### config.mk
export PLATFORM = sky130hd
export DESIGN_NAME = olcr_regs
export DESIGN_NICKNAME = d
export VERILOG_FILES = /design/src/core/olcr_pkg.sv /design/src/core/olcr_sync.sv /design/src/core/olcr_alarm_chan.sv /design/src/core/olcr_regs.sv
export VERILOG_INCLUDE_DIRS = /design/src /design/src/core
export SDC_FILE = /design/constraint.sdc
export NUM_CORES = 1
export LEC_CHECK = 0
export ABC_AREA = 1
export BUFFER_PORTS_ARGS = -buffer_cell sky130_fd_sc_hd__clkbuf_2
export CORE_ASPECT_RATIO = 0.75
export CORE_MARGIN = 4
export CORE_UTILIZATION = 30
export DETAILED_ROUTE_END_ITERATION = 12
export GPL_TIMING_DRIVEN = 1
export PLACE_DENSITY = 0.49
export SLEW_MARGIN = 20
export SYNTH_ARGS = -nofsm -noshare
export SYNTH_HDL_FRONTEND = slang
export SYNTH_HIERARCHICAL = 1
export SYNTH_SLANG_ARGS = --single-unit
### constraint.sdc
create_clock -name clk -period 6.83 [get_ports clk]
set_input_delay 0.3415 -clock clk [delete_from_list [all_inputs] [get_ports clk]]
set_output_delay 0.3415 -clock clk [all_outputs]
set_load 0.02 [all_outputs]
### src/core/olcr_defines.svh
// register offsets, field positions and reset values of the line interface register bank
`ifndef OLCR_DEFINES_SVH
`define OLCR_DEFINES_SVH

// =====================================================================
// primary bank offsets
`define OLCR_OFS_LOS_STATUS 5'h04
`define OLCR_OFS_AUTO_ALL_ONES 5'h0e
`define OLCR_OFS_GLOBAL_CFG 5'h0f
`define OLCR_OFS_TMPL_INDEX 5'h10
`define OLCR_OFS_TMPL_SELECT 5'h11
`define OLCR_OFS_DRIVER_OFF 5'h12
`define OLCR_OFS_AIS_STATUS 5'h13
`define OLCR_OFS_AIS_MASK 5'h14
`define OLCR_OFS_AIS_EVENT 5'h15
`define OLCR_OFS_BANK_PTR 5'h1f

// =====================================================================
// expanded bank offsets
`define OLCR_OFS_SINGLE_RAIL 5'h00
`define OLCR_OFS_CLK_REC_DIS 5'h02

// =====================================================================
// bank pointer codes
`define OLCR_BANK_PRIMARY 8'h00
`define OLCR_BANK_EXPANDED 8'haa

// =====================================================================
// global configuration fields
`define OLCR_GCF_AIS_INSERT 6
`define OLCR_GCF_SHORT_DIS 5
`define OLCR_GCF_LINE_CODE 4
`define OLCR_GCF_JA_DEPTH 3
`define OLCR_GCF_JA_BW 2
`define OLCR_GCF_JA_PLACE_HI 1
`define OLCR_GCF_JA_PLACE_LO 0
`define OLCR_JA_TRANSMIT 2'b01
`define OLCR_JA_RECEIVE 2'b11

// =====================================================================
// reset values
`define OLCR_RST_BYTE 8'h00
`define OLCR_RST_TMPL 3'h0

`endif

### src/core/olcr_pkg.sv
// shared types of the line interface register bank
package olcr_pkg;

  // =====================================================================
  // sizes and storage types
  localparam int OLCR_CHANNELS = 8;
  typedef logic [7:0] olcr_byte_t;
  typedef logic [OLCR_CHANNELS-1:0][7:0] olcr_tmpl_t;

  // which bank the pointer currently maps
  typedef enum logic {
    OLCR_PRIMARY,
    OLCR_EXPANDED
  } olcr_bank_e;

endpackage

### src/core/olcr_sync.sv
// two-stage synchroniser for a bus of independent levels
`timescale 1ns/1ps

module olcr_sync #(
  parameter int W = 8
) (
  input wire logic clk,
  input wire logic rst,
  input wire logic [W-1:0] async,
  output logic [W-1:0] synced
);

  typedef struct packed {
    logic [W-1:0] stage1;
    logic [W-1:0] stage2;
  } olcr_sync_s;

  olcr_sync_s state_reg;
  olcr_sync_s state_next;

  // =====================================================================
  // stage1 feeds only stage2, so no logic sees a metastable value
  always_comb
  begin
    state_next = state_reg;
    state_next.stage1 = async;
    state_next.stage2 = state_reg.stage1;
  end

  always_ff @(posedge clk or posedge rst)
  begin
    if (rst)
    begin
      state_reg <= '0;
    end
    else
    begin
      state_reg <= state_next;
    end
  end

  assign synced = state_reg.stage2;

endmodule // olcr_sync

### src/core/olcr_alarm_chan.sv
// per-channel alarm status tracker with masked change latch
`timescale 1ns/1ps

module olcr_alarm_chan (
  input wire logic clk,
  input wire logic rst,
  input wire logic alarmLevel,
  input wire logic maskAllow,
  input wire logic statusRead,
  output logic alarmStatus,
  output logic alarmEvent
);

  typedef struct packed {
    logic status;
    logic event_;
  } olcr_chan_s;

  olcr_chan_s state_reg;
  olcr_chan_s state_next;
  logic changed;

  // =====================================================================
  // change seen against the held status; a change in the clearing cycle wins
  always_comb
  begin
    changed = alarmLevel != state_reg.status;
    state_next = state_reg;
    state_next.status = alarmLevel;
    if (statusRead)
    begin
      state_next.event_ = 1'b0;
    end
    if (changed && maskAllow)
    begin
      state_next.event_ = 1'b1;
    end
  end

  always_ff @(posedge clk or posedge rst)
  begin
    if (rst)
    begin
      state_reg <= '0;
    end
    else
    begin
      state_reg <= state_next;
    end
  end

  assign alarmStatus = state_reg.status;
  assign alarmEvent = state_reg.event_;

endmodule // olcr_alarm_chan

### src/core/olcr_regs.sv
// control and alarm register bank of an octal line interface
//
// Contract
// - channels with auto all-ones set send all ones while in loss of signal.
// - global insert bit 6 enables alarm insertion toward system side on loss of signal.
// - global bit 5 zero turns short protection on from the first clock after reset, one disables it.
// - global bit 4 selects B8ZS/HDB3 coding at zero, AMI at one.
// - global bit 3 selects attenuator depth 32 at zero, 64 at one.
// - global bit 2 selects low or high jitter transfer corner.
// - placement 01 puts attenuator in transmit path, 11 receive, else unused.
// - template index low bits pick which channel the template register accesses.
// - three-bit template code picks E1 or one of five T1 lengths.
// - output disable bit one puts channel driver in high impedance.
// - alarm status register bit reads one while channel detects alarm.
// - alarm mask bit one allows that channel's event, zero blocks it.
// - alarm event latches on status change when allowed, clears after status read.
// - bank pointer AAH maps expanded bank, 00H maps primary bank.
// - bank pointer points to primary bank after power up.
// - single rail force one with recovery enabled forces single rail, else pin decides.
// - clock recovery disable bit zero enables recovery, one disables it.
// - loss of signal status is readable and drives all-ones and insertion.
`timescale 1ns/1ps
`include "olcr_defines.svh"

module olcr_regs
  import olcr_pkg::*;
(
  input wire logic clk,
  input wire logic rst,
  // host register port, same clock domain
  input wire logic [4:0] regAddr,
  input wire logic regWrite,
  input wire logic regRead,
  input wire logic [7:0] regWdata,
  output logic [7:0] regRdata,
  // line status from the receivers, asynchronous
  input wire logic [7:0] losIn,
  input wire logic [7:0] aisIn,
  input wire logic [7:0] railSelectPin,
  // controls toward the datapath
  output logic [7:0] allOnesTransmit,
  output logic [7:0] aisInsert,
  output logic shortProtectEnable,
  output logic amiSelect,
  output logic attenuatorDepth64,
  output logic attenuatorBandwidthHigh,
  output logic attenuatorInTransmit,
  output logic attenuatorInReceive,
  output logic [23:0] templateCode,
  output logic [7:0] driverHighZ,
  output logic [7:0] singleRail,
  output logic [7:0] clockRecoveryOff,
  output logic [7:0] aisEventFlags,
  output logic bankExpanded
);

  // =====================================================================
  // state
  typedef struct packed {
    olcr_byte_t autoAllOnes;
    olcr_byte_t globalCfg;
    olcr_byte_t tmplIndex;
    olcr_tmpl_t tmplSel;
    olcr_byte_t driverOff;
    olcr_byte_t aisMask;
    olcr_byte_t bankPtr;
    olcr_byte_t singleRailForce;
    olcr_byte_t clkRecDisable;
    olcr_byte_t rdData;
    olcr_byte_t allOnes;
    olcr_byte_t aisIns;
    logic shortProtEn;
    logic ami;
    logic depth64;
    logic bwHigh;
    logic jaTx;
    logic jaRx;
    logic [23:0] tmplOut;
    olcr_byte_t highZ;
    olcr_byte_t single;
    olcr_byte_t crOff;
    logic expanded;
  } olcr_regs_s;

  olcr_regs_s state_reg;
  olcr_regs_s state_next;

  logic [7:0] losSync;
  logic [7:0] aisSync;
  logic [7:0] railSync;
  logic [7:0] aisStatus;
  logic [7:0] aisEvent;
  logic aisStatusRead;
  olcr_bank_e bank;
  logic [2:0] tmplCh;
  logic [7:0] rdMux;

  // =====================================================================
  // pin crossings: every external level passes two flip-flops
  // this costs two cycles of latency on every line status, traded for safe sampling
  olcr_sync #(
    .W(8)
  ) u_los_sync (
    .clk(clk),
    .rst(rst),
    .async(losIn),
    .synced(losSync)
  );

  olcr_sync #(
    .W(8)
  ) u_ais_sync (
    .clk(clk),
    .rst(rst),
    .async(aisIn),
    .synced(aisSync)
  );

  olcr_sync #(
    .W(8)
  ) u_rail_sync (
    .clk(clk),
    .rst(rst),
    .async(railSelectPin),
    .synced(railSync)
  );

  // =====================================================================
  // bank decode and indirect template channel
  // pointer values other than AAH are stored but keep the primary bank mapped
  always_comb
  begin
    if (state_reg.bankPtr == `OLCR_BANK_EXPANDED)
    begin
      bank = OLCR_EXPANDED;
    end
    else
    begin
      bank = OLCR_PRIMARY;
    end
    tmplCh = state_reg.tmplIndex[2:0];
  end

  // reading the alarm status register clears the latched events
  assign aisStatusRead = regRead && (bank == OLCR_PRIMARY)
    && (regAddr == `OLCR_OFS_AIS_STATUS);

  // =====================================================================
  // per-channel alarm trackers
  // each keeps a status copy that doubles as the previous level for change detection
  for (genvar ch = 0; ch < OLCR_CHANNELS; ch++)
  begin : g_alarm
    olcr_alarm_chan u_chan (
      .clk(clk),
      .rst(rst),
      .alarmLevel(aisSync[ch]),
      .maskAllow(state_reg.aisMask[ch]),
      .statusRead(aisStatusRead),
      .alarmStatus(aisStatus[ch]),
      .alarmEvent(aisEvent[ch])
    );
  end

  // =====================================================================
  // read multiplexer; unmapped offsets read zero
  // the expanded bank maps only single rail force, clock recovery disable and the bank pointer
  always_comb
  begin
    rdMux = 8'h00;
    if (regAddr == `OLCR_OFS_BANK_PTR)
    begin
      rdMux = state_reg.bankPtr; // pointer visible in either bank
    end
    else if (bank == OLCR_EXPANDED)
    begin
      case (regAddr)
        `OLCR_OFS_SINGLE_RAIL: rdMux = state_reg.singleRailForce;
        `OLCR_OFS_CLK_REC_DIS: rdMux = state_reg.clkRecDisable;
        default: rdMux = 8'h00;
      endcase
    end
    else
    begin
      case (regAddr)
        `OLCR_OFS_LOS_STATUS: rdMux = losSync;
        `OLCR_OFS_AUTO_ALL_ONES: rdMux = state_reg.autoAllOnes;
        `OLCR_OFS_GLOBAL_CFG: rdMux = state_reg.globalCfg;
        `OLCR_OFS_TMPL_INDEX: rdMux = state_reg.tmplIndex;
        `OLCR_OFS_TMPL_SELECT: rdMux = state_reg.tmplSel[tmplCh];
        `OLCR_OFS_DRIVER_OFF: rdMux = state_reg.driverOff;
        `OLCR_OFS_AIS_STATUS: rdMux = aisStatus;
        `OLCR_OFS_AIS_MASK: rdMux = state_reg.aisMask;
        `OLCR_OFS_AIS_EVENT: rdMux = aisEvent;
        default: rdMux = 8'h00;
      endcase
    end
  end

  // =====================================================================
  // register writes, read data capture and registered control outputs
  always_comb
  begin
    state_next = state_reg;
    // read data is captured on the strobe edge, so a same-cycle write is not seen
    if (regRead)
    begin
      state_next.rdData = rdMux;
    end
    // writes to read-only or unmapped offsets fall to the default and change nothing
    if (regWrite)
    begin
      if (regAddr == `OLCR_OFS_BANK_PTR)
      begin
        state_next.bankPtr = regWdata;
      end
      else if (bank == OLCR_EXPANDED)
      begin
        case (regAddr)
          `OLCR_OFS_SINGLE_RAIL: state_next.singleRailForce = regWdata;
          `OLCR_OFS_CLK_REC_DIS: state_next.clkRecDisable = regWdata;
          default: state_next.bankPtr = state_reg.bankPtr;
        endcase
      end
      else
      begin
        case (regAddr)
          `OLCR_OFS_AUTO_ALL_ONES: state_next.autoAllOnes = regWdata;
          `OLCR_OFS_GLOBAL_CFG: state_next.globalCfg = regWdata;
          `OLCR_OFS_TMPL_INDEX: state_next.tmplIndex = regWdata;
          `OLCR_OFS_TMPL_SELECT: state_next.tmplSel[tmplCh] = regWdata;
          `OLCR_OFS_DRIVER_OFF: state_next.driverOff = regWdata;
          `OLCR_OFS_AIS_MASK: state_next.aisMask = regWdata;
          default: state_next.bankPtr = state_reg.bankPtr; // read-only or unmapped
        endcase
      end
    end

    // loss of signal drives the all-ones and alarm insertion requests
    state_next.allOnes = state_reg.autoAllOnes & losSync;
    state_next.aisIns = {8{state_reg.globalCfg[`OLCR_GCF_AIS_INSERT]}} & losSync;

    // global datapath selections, one cycle behind the register
    state_next.shortProtEn = ~state_reg.globalCfg[`OLCR_GCF_SHORT_DIS];
    state_next.ami = state_reg.globalCfg[`OLCR_GCF_LINE_CODE];
    state_next.depth64 = state_reg.globalCfg[`OLCR_GCF_JA_DEPTH];
    state_next.bwHigh = state_reg.globalCfg[`OLCR_GCF_JA_BW];
    state_next.jaTx = state_reg.globalCfg[`OLCR_GCF_JA_PLACE_HI:`OLCR_GCF_JA_PLACE_LO]
      == `OLCR_JA_TRANSMIT;
    state_next.jaRx = state_reg.globalCfg[`OLCR_GCF_JA_PLACE_HI:`OLCR_GCF_JA_PLACE_LO]
      == `OLCR_JA_RECEIVE;

    // template codes: reserved code values are passed on unchanged
    for (int ch = 0; ch < OLCR_CHANNELS; ch++)
    begin
      state_next.tmplOut[ch*3 +: 3] = state_reg.tmplSel[ch][2:0];
    end

    state_next.highZ = state_reg.driverOff;
    // forcing needs clock recovery enabled; otherwise the pin keeps control
    state_next.single = (state_reg.singleRailForce & ~state_reg.clkRecDisable)
      | (~(state_reg.singleRailForce & ~state_reg.clkRecDisable) & railSync);
    state_next.crOff = state_reg.clkRecDisable;
    state_next.expanded = bank == OLCR_EXPANDED;
  end

  // all fields reset to zero, which also points at the primary bank
  always_ff @(posedge clk or posedge rst)
  begin
    if (rst)
    begin
      state_reg <= '0;
    end
    else
    begin
      state_reg <= state_next;
    end
  end

  // =====================================================================
  // outputs straight from flip-flops
  // host read data, held from one read strobe to the next
  assign regRdata = state_reg.rdData;

  // line-side requests that follow loss of signal
  assign allOnesTransmit = state_reg.allOnes;
  assign aisInsert = state_reg.aisIns;

  // global coding, protection and attenuator selections
  assign shortProtectEnable = state_reg.shortProtEn;
  assign amiSelect = state_reg.ami;
  assign attenuatorDepth64 = state_reg.depth64;
  assign attenuatorBandwidthHigh = state_reg.bwHigh;
  assign attenuatorInTransmit = state_reg.jaTx;
  assign attenuatorInReceive = state_reg.jaRx;

  // per-channel transmit and receive settings
  assign templateCode = state_reg.tmplOut;
  assign driverHighZ = state_reg.highZ;
  assign singleRail = state_reg.single;
  assign clockRecoveryOff = state_reg.crOff;

  // alarm events come from the tracker flip-flops, not from this struct
  assign aisEventFlags = aisEvent;
  assign bankExpanded = state_reg.expanded;

endmodule // olcr_regs

Word-level counts from Yosys, hierarchy flattened
Cells that the tools add are included.

word-level totals
  word-level logic and storage cells = 134
  bits in registers = 271
  input port bits = 41

operators by class
  eq/ne operators = 22
  reductions and logical operators = 29
  $lt $le $gt $ge = 2
  multiplexer cells = 19
  bitwise logic cells = 10

operator list
  kind                                                                    number
  8-bit one-hot mux with 9 select lines                                   1
  64-bit bitwise mux                                                      1
  5-bit equality test (second input constant)                             7
  8-bit bitwise AND                                                       4
  8-bit two-way mux                                                       4
  4-bit AND reduction                                                     8
  8-bit binary-select mux with 3-bit select                               1
  8-bit demux with 3-bit select                                           1
  8-bit inverter                                                          2
  8-bit one-hot mux with 2 select lines                                   1
  2-bit nonzero test                                                      8
  1-bit logical AND                                                       11
  5-bit by 4-bit equality test with 1-bit output (second input constant)  2
  1-bit two-way mux                                                       10
  8-bit equality test (second input constant)                             1
  1-bit inequality test                                                   8
  8-bit OR                                                                1
  5-bit by 2-bit equality test with 1-bit output (second input constant)  1
  5-bit by 3-bit equality test with 1-bit output (second input constant)  1
  5-bit logical NOT                                                       1
  3-bit by 4-bit < comparator with 1-bit output (second input constant)   1
  3-bit by 1-bit >= comparator with 1-bit output (second input constant)  1
  1-bit inverter                                                          3
  2-bit by 1-bit equality test with 1-bit output (second input constant)  1
  other kinds (2)                                                         2

Logic depth before layout (Yosys ltp)
  depth after elaboration = 7
  depth in mapped cells = 12

Modules after synthesis
The synthesis kept the hierarchy.

modules (own cells, without submodules)
  module           times used  sequential area each (um2)  area an instance (um2)  cells each
  olcr_regs        1           5180.0                      9643.0                  1095
  olcr_sync        3           400.4                       404.1                   17
  olcr_alarm_chan  8           50.0                        85.1                    11

Worst setup path after synthesis
Ideal clock, no wire load.

  kind = input to register
  from = input port regAddr[3]
  to = register g_alarm[0].u_chan.state_reg, in the netlist g_alarm[0].u_chan/alarmEvent
  slack = 5061 ps
  stages = 6
  required time = 6713 ps
  data arrival time = 1652 ps
  cell sequence = nor2_2 -> nand2_1 -> nor4_1 -> inv_1 -> nand2_1 -> nand2_1

between the ends
  cells in the longest elaborated chain, start to end = 3

RTL lines
  element                       line                   source
  from (decl)                   olcr_regs.sv:31        input wire logic [4:0] regAddr,
  5-bit equality test           n/a
  1-bit logical AND             olcr_regs.sv:145       assign aisStatusRead = regRead && (bank == OLCR_PRIMARY)
  net aisStatusRead             olcr_regs.sv:93        logic aisStatusRead;
  2-bit nonzero test (no line)  n/a
  to (signal assigned)          olcr_alarm_chan.sv:48  state_reg <= state_next;
  to (decl)                     olcr_alarm_chan.sv:19  olcr_chan_s state_reg;

The timed path passes the listed nets, and every way through them passes these cells.
A chain may end at the register's enable or synchronous reset.

Worst setup path in the final report
  from = register state_reg[99] (netlist name)
  to = register state_reg, in the netlist regRdata[2]

between the ends
  cells in the longest elaborated chain, start to end = 4

RTL lines
  element                        line              source
  from (decl)                    olcr_regs.sv:85   olcr_regs_s state_reg;
  from (signal assigned)         olcr_regs.sv:275  state_reg <= state_next;
  8-bit equality test (no line)  n/a
  1-bit two-way mux              olcr_regs.sv:133  if (state_reg.bankPtr == `OLCR_BANK_EXPANDED)
  8-bit two-way mux              olcr_regs.sv:174  else if (bank == OLCR_EXPANDED)
  8-bit two-way mux              olcr_regs.sv:170  if (regAddr == `OLCR_OFS_BANK_PTR)

No other way between the ends.

==> results.md <==
* Number of port buffers at 127
* Delay-heaviest family, CP: simple AND/OR/NAND/NOR gates
* Power density over the cells at 302.0 nW/um^2
* Final wirelength at 31160 um
* Clock tree from TritonCTS: yes
* Syn Inst Count at 1234
* Fmax achieved at 422.2 MHz
* RSZ-0062 raised after global routing: no
* Dominant combinational cell family by area after synthesis: simple AND/OR/NAND/NOR gates
* Post-synthesis share of cell area spent on and, or, nand and nor gates at 20.36%
* Fin Clk Skew at 0.01234 ns
* Kind of critical path: reg -> reg
* Area enclosed by the die boundary at 41690 um^2
* Crit path max fanout at 15
* H-Tree Level Count at 1
* Via density per instance at 4.380
* Slew at the pin closest to its max-slew limit at 1.071 ns
* Fin Hold WS at 0.1848 ns
* Post-layout nets at 1348
* Adder-cell area share of the yosys netlist at 0%
* Number of global-route vias before repair at 7823
* Total clock buffers created by CTS at 30
* Hold violation count in the final report at 0
* Rows at 61
* Layout-stage area growth over the synthesis result at 15.92%
* Clock insertion delay at the later pin of the skew report at 0.57 ns
* Total half-perimeter wirelength after legalization and detailed placement at 21090 um
* Clock transition at the registers of the reported paths at 0.06 ns
* DRC violation total after the first TritonRoute iteration at 798
* Most repeated library cell on the critical path: sky130_fd_sc_hd__nand2_1
* Total grt overflow at 0
* Number of buffers and inverters on the critical path at 0
* Distinct cell type count after synthesis at 26
* Clock Sink Count at 271
* Reg-to-reg critical path startpoint: state_reg[99]
* Peak per-stage delay on the critical path at 0.58 ns
* Share of layout cells above drive strength 1 at 20.14%
* Effective utilization at floorplan at 30.78%
* Sequential-to-total area share from yosys stat at 58.79%
* Min-Delay Path Depth at 5
* Type of origin of the critical path: flop
* Peak supply drop at 0.0001683 V
* Antenna violations before repair at 0
* Final period demand of the worst path at 2.369 ns
* Final setup violation count at 0
* Reg-to-reg critical path endpoint: regRdata[2]
* Syn Std Cell Area at 11540 um^2
* Core region area at 37470 um^2
* Setup slack of the most critical reg-to-reg path at 4.46 ns
* Number of flip-flops under the largest register name at 85
* Width of the chip at 234.4 um
* Final estimated routing congestion in global placement at 0.8162
* Final ANT Viol Nets at 0
* Wire length per cell after detailed routing at 16.97 um
* Count of filler cells inserted in the layout at 3852
* Multiplexer share of the synthesized area at 0%
* Required @ worst endpoint at 7.34 ns
* Number of warnings reported in the yosys synthesis log at 6
* Post-synthesis xor/xnor area fraction at 0%
* Element type at the critical path end: flop
* Clock root cell: sky130_fd_sc_hd__clkbuf_16
* Worst Hold Class: in -> reg
* Worst min-delay path startpoint: regRead
* Inst Count DP at 1754
* Post-Route Setup TNS at 0 ns
* Logic depth of the worst register-to-register path at 9
* Hold endpoint: regRdata[5]
* Number of placed I/O pins at 128
* Overall track demand over capacity in global routing at 15.30%
* Fraction of the core area covered by cells at the end of the flow at 35.69%
* Worst-case clock buffer depth at 3
* Cell at the slowest stage of the critical path: sky130_fd_sc_hd__nor2_2
* DR pass1 iterations at 5
* # Max-Cap Violations at 0
* Count of pins over their slew limit at 0
* Die H at 177.8 um
* Post-layout power at 0.004039 W
* FF+latch count, synth at 271
* Wire length of the first global-routing pass at 48750 um
* Crit. path cell count at 9
* Outcome: finished, final reports clean
* Critical Path Source: state_reg[99]
* Pin count of the biggest net entering global routing at 142
* Number of remaining DRC errors at 0
* Post-synthesis compound-gate area fraction at 8.807%
* Crit path cell chain: nor2_1 > nand3_1 > nor2_2 > nand2_1 > o21ai_0 > nor2_1 > nand2_1 > nand2_1 > nand2_1
* Synthesized area divided by synthesized cell count at 9.349 um^2
* Number of nets produced by synthesis at 1275
* Max-Slew Margin vs Limit at 28.54%
* Leakage power at 6.890 nW
* Final std cells w/o fill at 1836
* CP arrival at 2.87 ns
* Post-route fraction of the period consumed by the critical path at 34.68%
* DR vias at 8041
per-layer routing:
metal / track usage (%) / share of wire (%) / vias up
met4: 3.665 / 2.3 / 0
met3: 3.049 / 6.2 / 41
met5: 0 / 0 / -
li1: - / - / 3955
met1: 24.72 / 52 / 3843
met2: 20.63 / 40 / 202
worst min-delay path: cells and delay by family:
family                 cells  cell delay, ns
AO/OA/AOI/OAI              1            0.09
buffers and inverters      2            0.18
AND/OR/NAND/NOR            2            0.09
synth_stat cells, drive strengths merged:
master / n / area, um^2
clkinv: 3 / 11.26
nand3: 103 / 520.5
nand2: 360 / 1424
nor2: 45 / 249.0
clkbuf: 13 / 51.30
nand4: 16 / 100.1
dfrtp: 271 / 6782
nor4: 1 / 6.260
nor3: 3 / 48.80
inv: 157 / 589.3
buf: 102 / 738.2
o21ai: 152 / 955.9
o21bai: 8 / 60.06
cells in the final DEF, fill, tap and decap left out:
cell type                       count
sky130_fd_sc_hd__clkinv_2           5
sky130_fd_sc_hd__nand2_2            2
sky130_fd_sc_hd__clkinv_4           3
sky130_fd_sc_hd__clkbuf_1           3
sky130_fd_sc_hd__dfrtp_1          271
sky130_fd_sc_hd__nand3_2            1
sky130_fd_sc_hd__clkinv_8           1
sky130_fd_sc_hd__clkbuf_16         31
sky130_fd_sc_hd__o21ai_0           68
sky130_fd_sc_hd__nand4_1           16
sky130_fd_sc_hd__nor2_2             5
sky130_fd_sc_hd__buf_4              4
sky130_fd_sc_hd__dlygate4sd3_1     25
sky130_fd_sc_hd__o21ai_2           52
sky130_fd_sc_hd__clkbuf_8           4
sky130_fd_sc_hd__inv_8              1
sky130_fd_sc_hd__clkinv_1           3
sky130_fd_sc_hd__nor2_1            33
sky130_fd_sc_hd__o21ai_1           32
sky130_fd_sc_hd__inv_2              4
sky130_fd_sc_hd__nand2_1          349
sky130_fd_sc_hd__bufinv_16          4
sky130_fd_sc_hd__nand2_4            9
sky130_fd_sc_hd__nor3_4             3
sky130_fd_sc_hd__nor2_8             2
sky130_fd_sc_hd__nand3_1          102
sky130_fd_sc_hd__o21bai_1           8
sky130_fd_sc_hd__clkinvlp_4         5
sky130_fd_sc_hd__nor4_1             1
sky130_fd_sc_hd__clkbuf_2         127
sky130_fd_sc_hd__nor2_4             5
sky130_fd_sc_hd__inv_1            152
sky130_fd_sc_hd__diode_2            1
what timing repair did:
item	4_1_cts	5_1_grt
setup buffers	0	0
gates resized for setup	0	0
endpoints found under the setup margin	0	0
hold buffers	25	0
endpoints found under the hold margin	40	0
power by group:
group	leakage [nW]	switching (W)	internal (W)
logic	2.87	0.000331	0.000145
registers	3.51	0.000108	0.00174
clock network	0.510	0.000683	0.00103
total	6.89	0.00112	0.00292
how the worst max path moves through the flow:
stage                  endpoint  slack, ns
6_report            regRdata[2]       4.46
5_1_grt           state_reg[89]       4.18
4_1_cts        templateCode[12]       4.27
3_5_place_dp     state_next[37]       4.20
3_3_place_gp   templateCode[13]       4.21
2_1_floorplan      aisInsert[0]       0.84
stage by stage:
step	area (um^2)	setup slack, ns
final	13370	4.461
after global routing	13370	4.176
after CTS	13360	4.271
after detailed placement	12050	4.205
after global placement	12050	4.208
after floorplan	11540	0.8360
cell families after synthesis:
| group | count (synthesis) |
|---|---|
| flip-flops | 271 |
| AND/OR/NAND/NOR | 528 |
| AO/OA/AOI/OAI | 160 |
| buffers and inverters | 275 |
layout make-up:
type / count / area [um^2] / area share (%)
multi-input combinational: 688 / 3367 / 25.18
antenna: 1 / 2.502 / 0.01871
tap: 504 / 630.6 / 4.716
clock inverter: 18 / 220.2 / 1.647
sequential: 271 / 6782 / 50.71
inverter: 160 / 613.1 / 4.585
timing repair buffer: 156 / 915.9 / 6.849
clock buffer: 38 / 842.1 / 6.297
(Power assumes the default switching activity.)
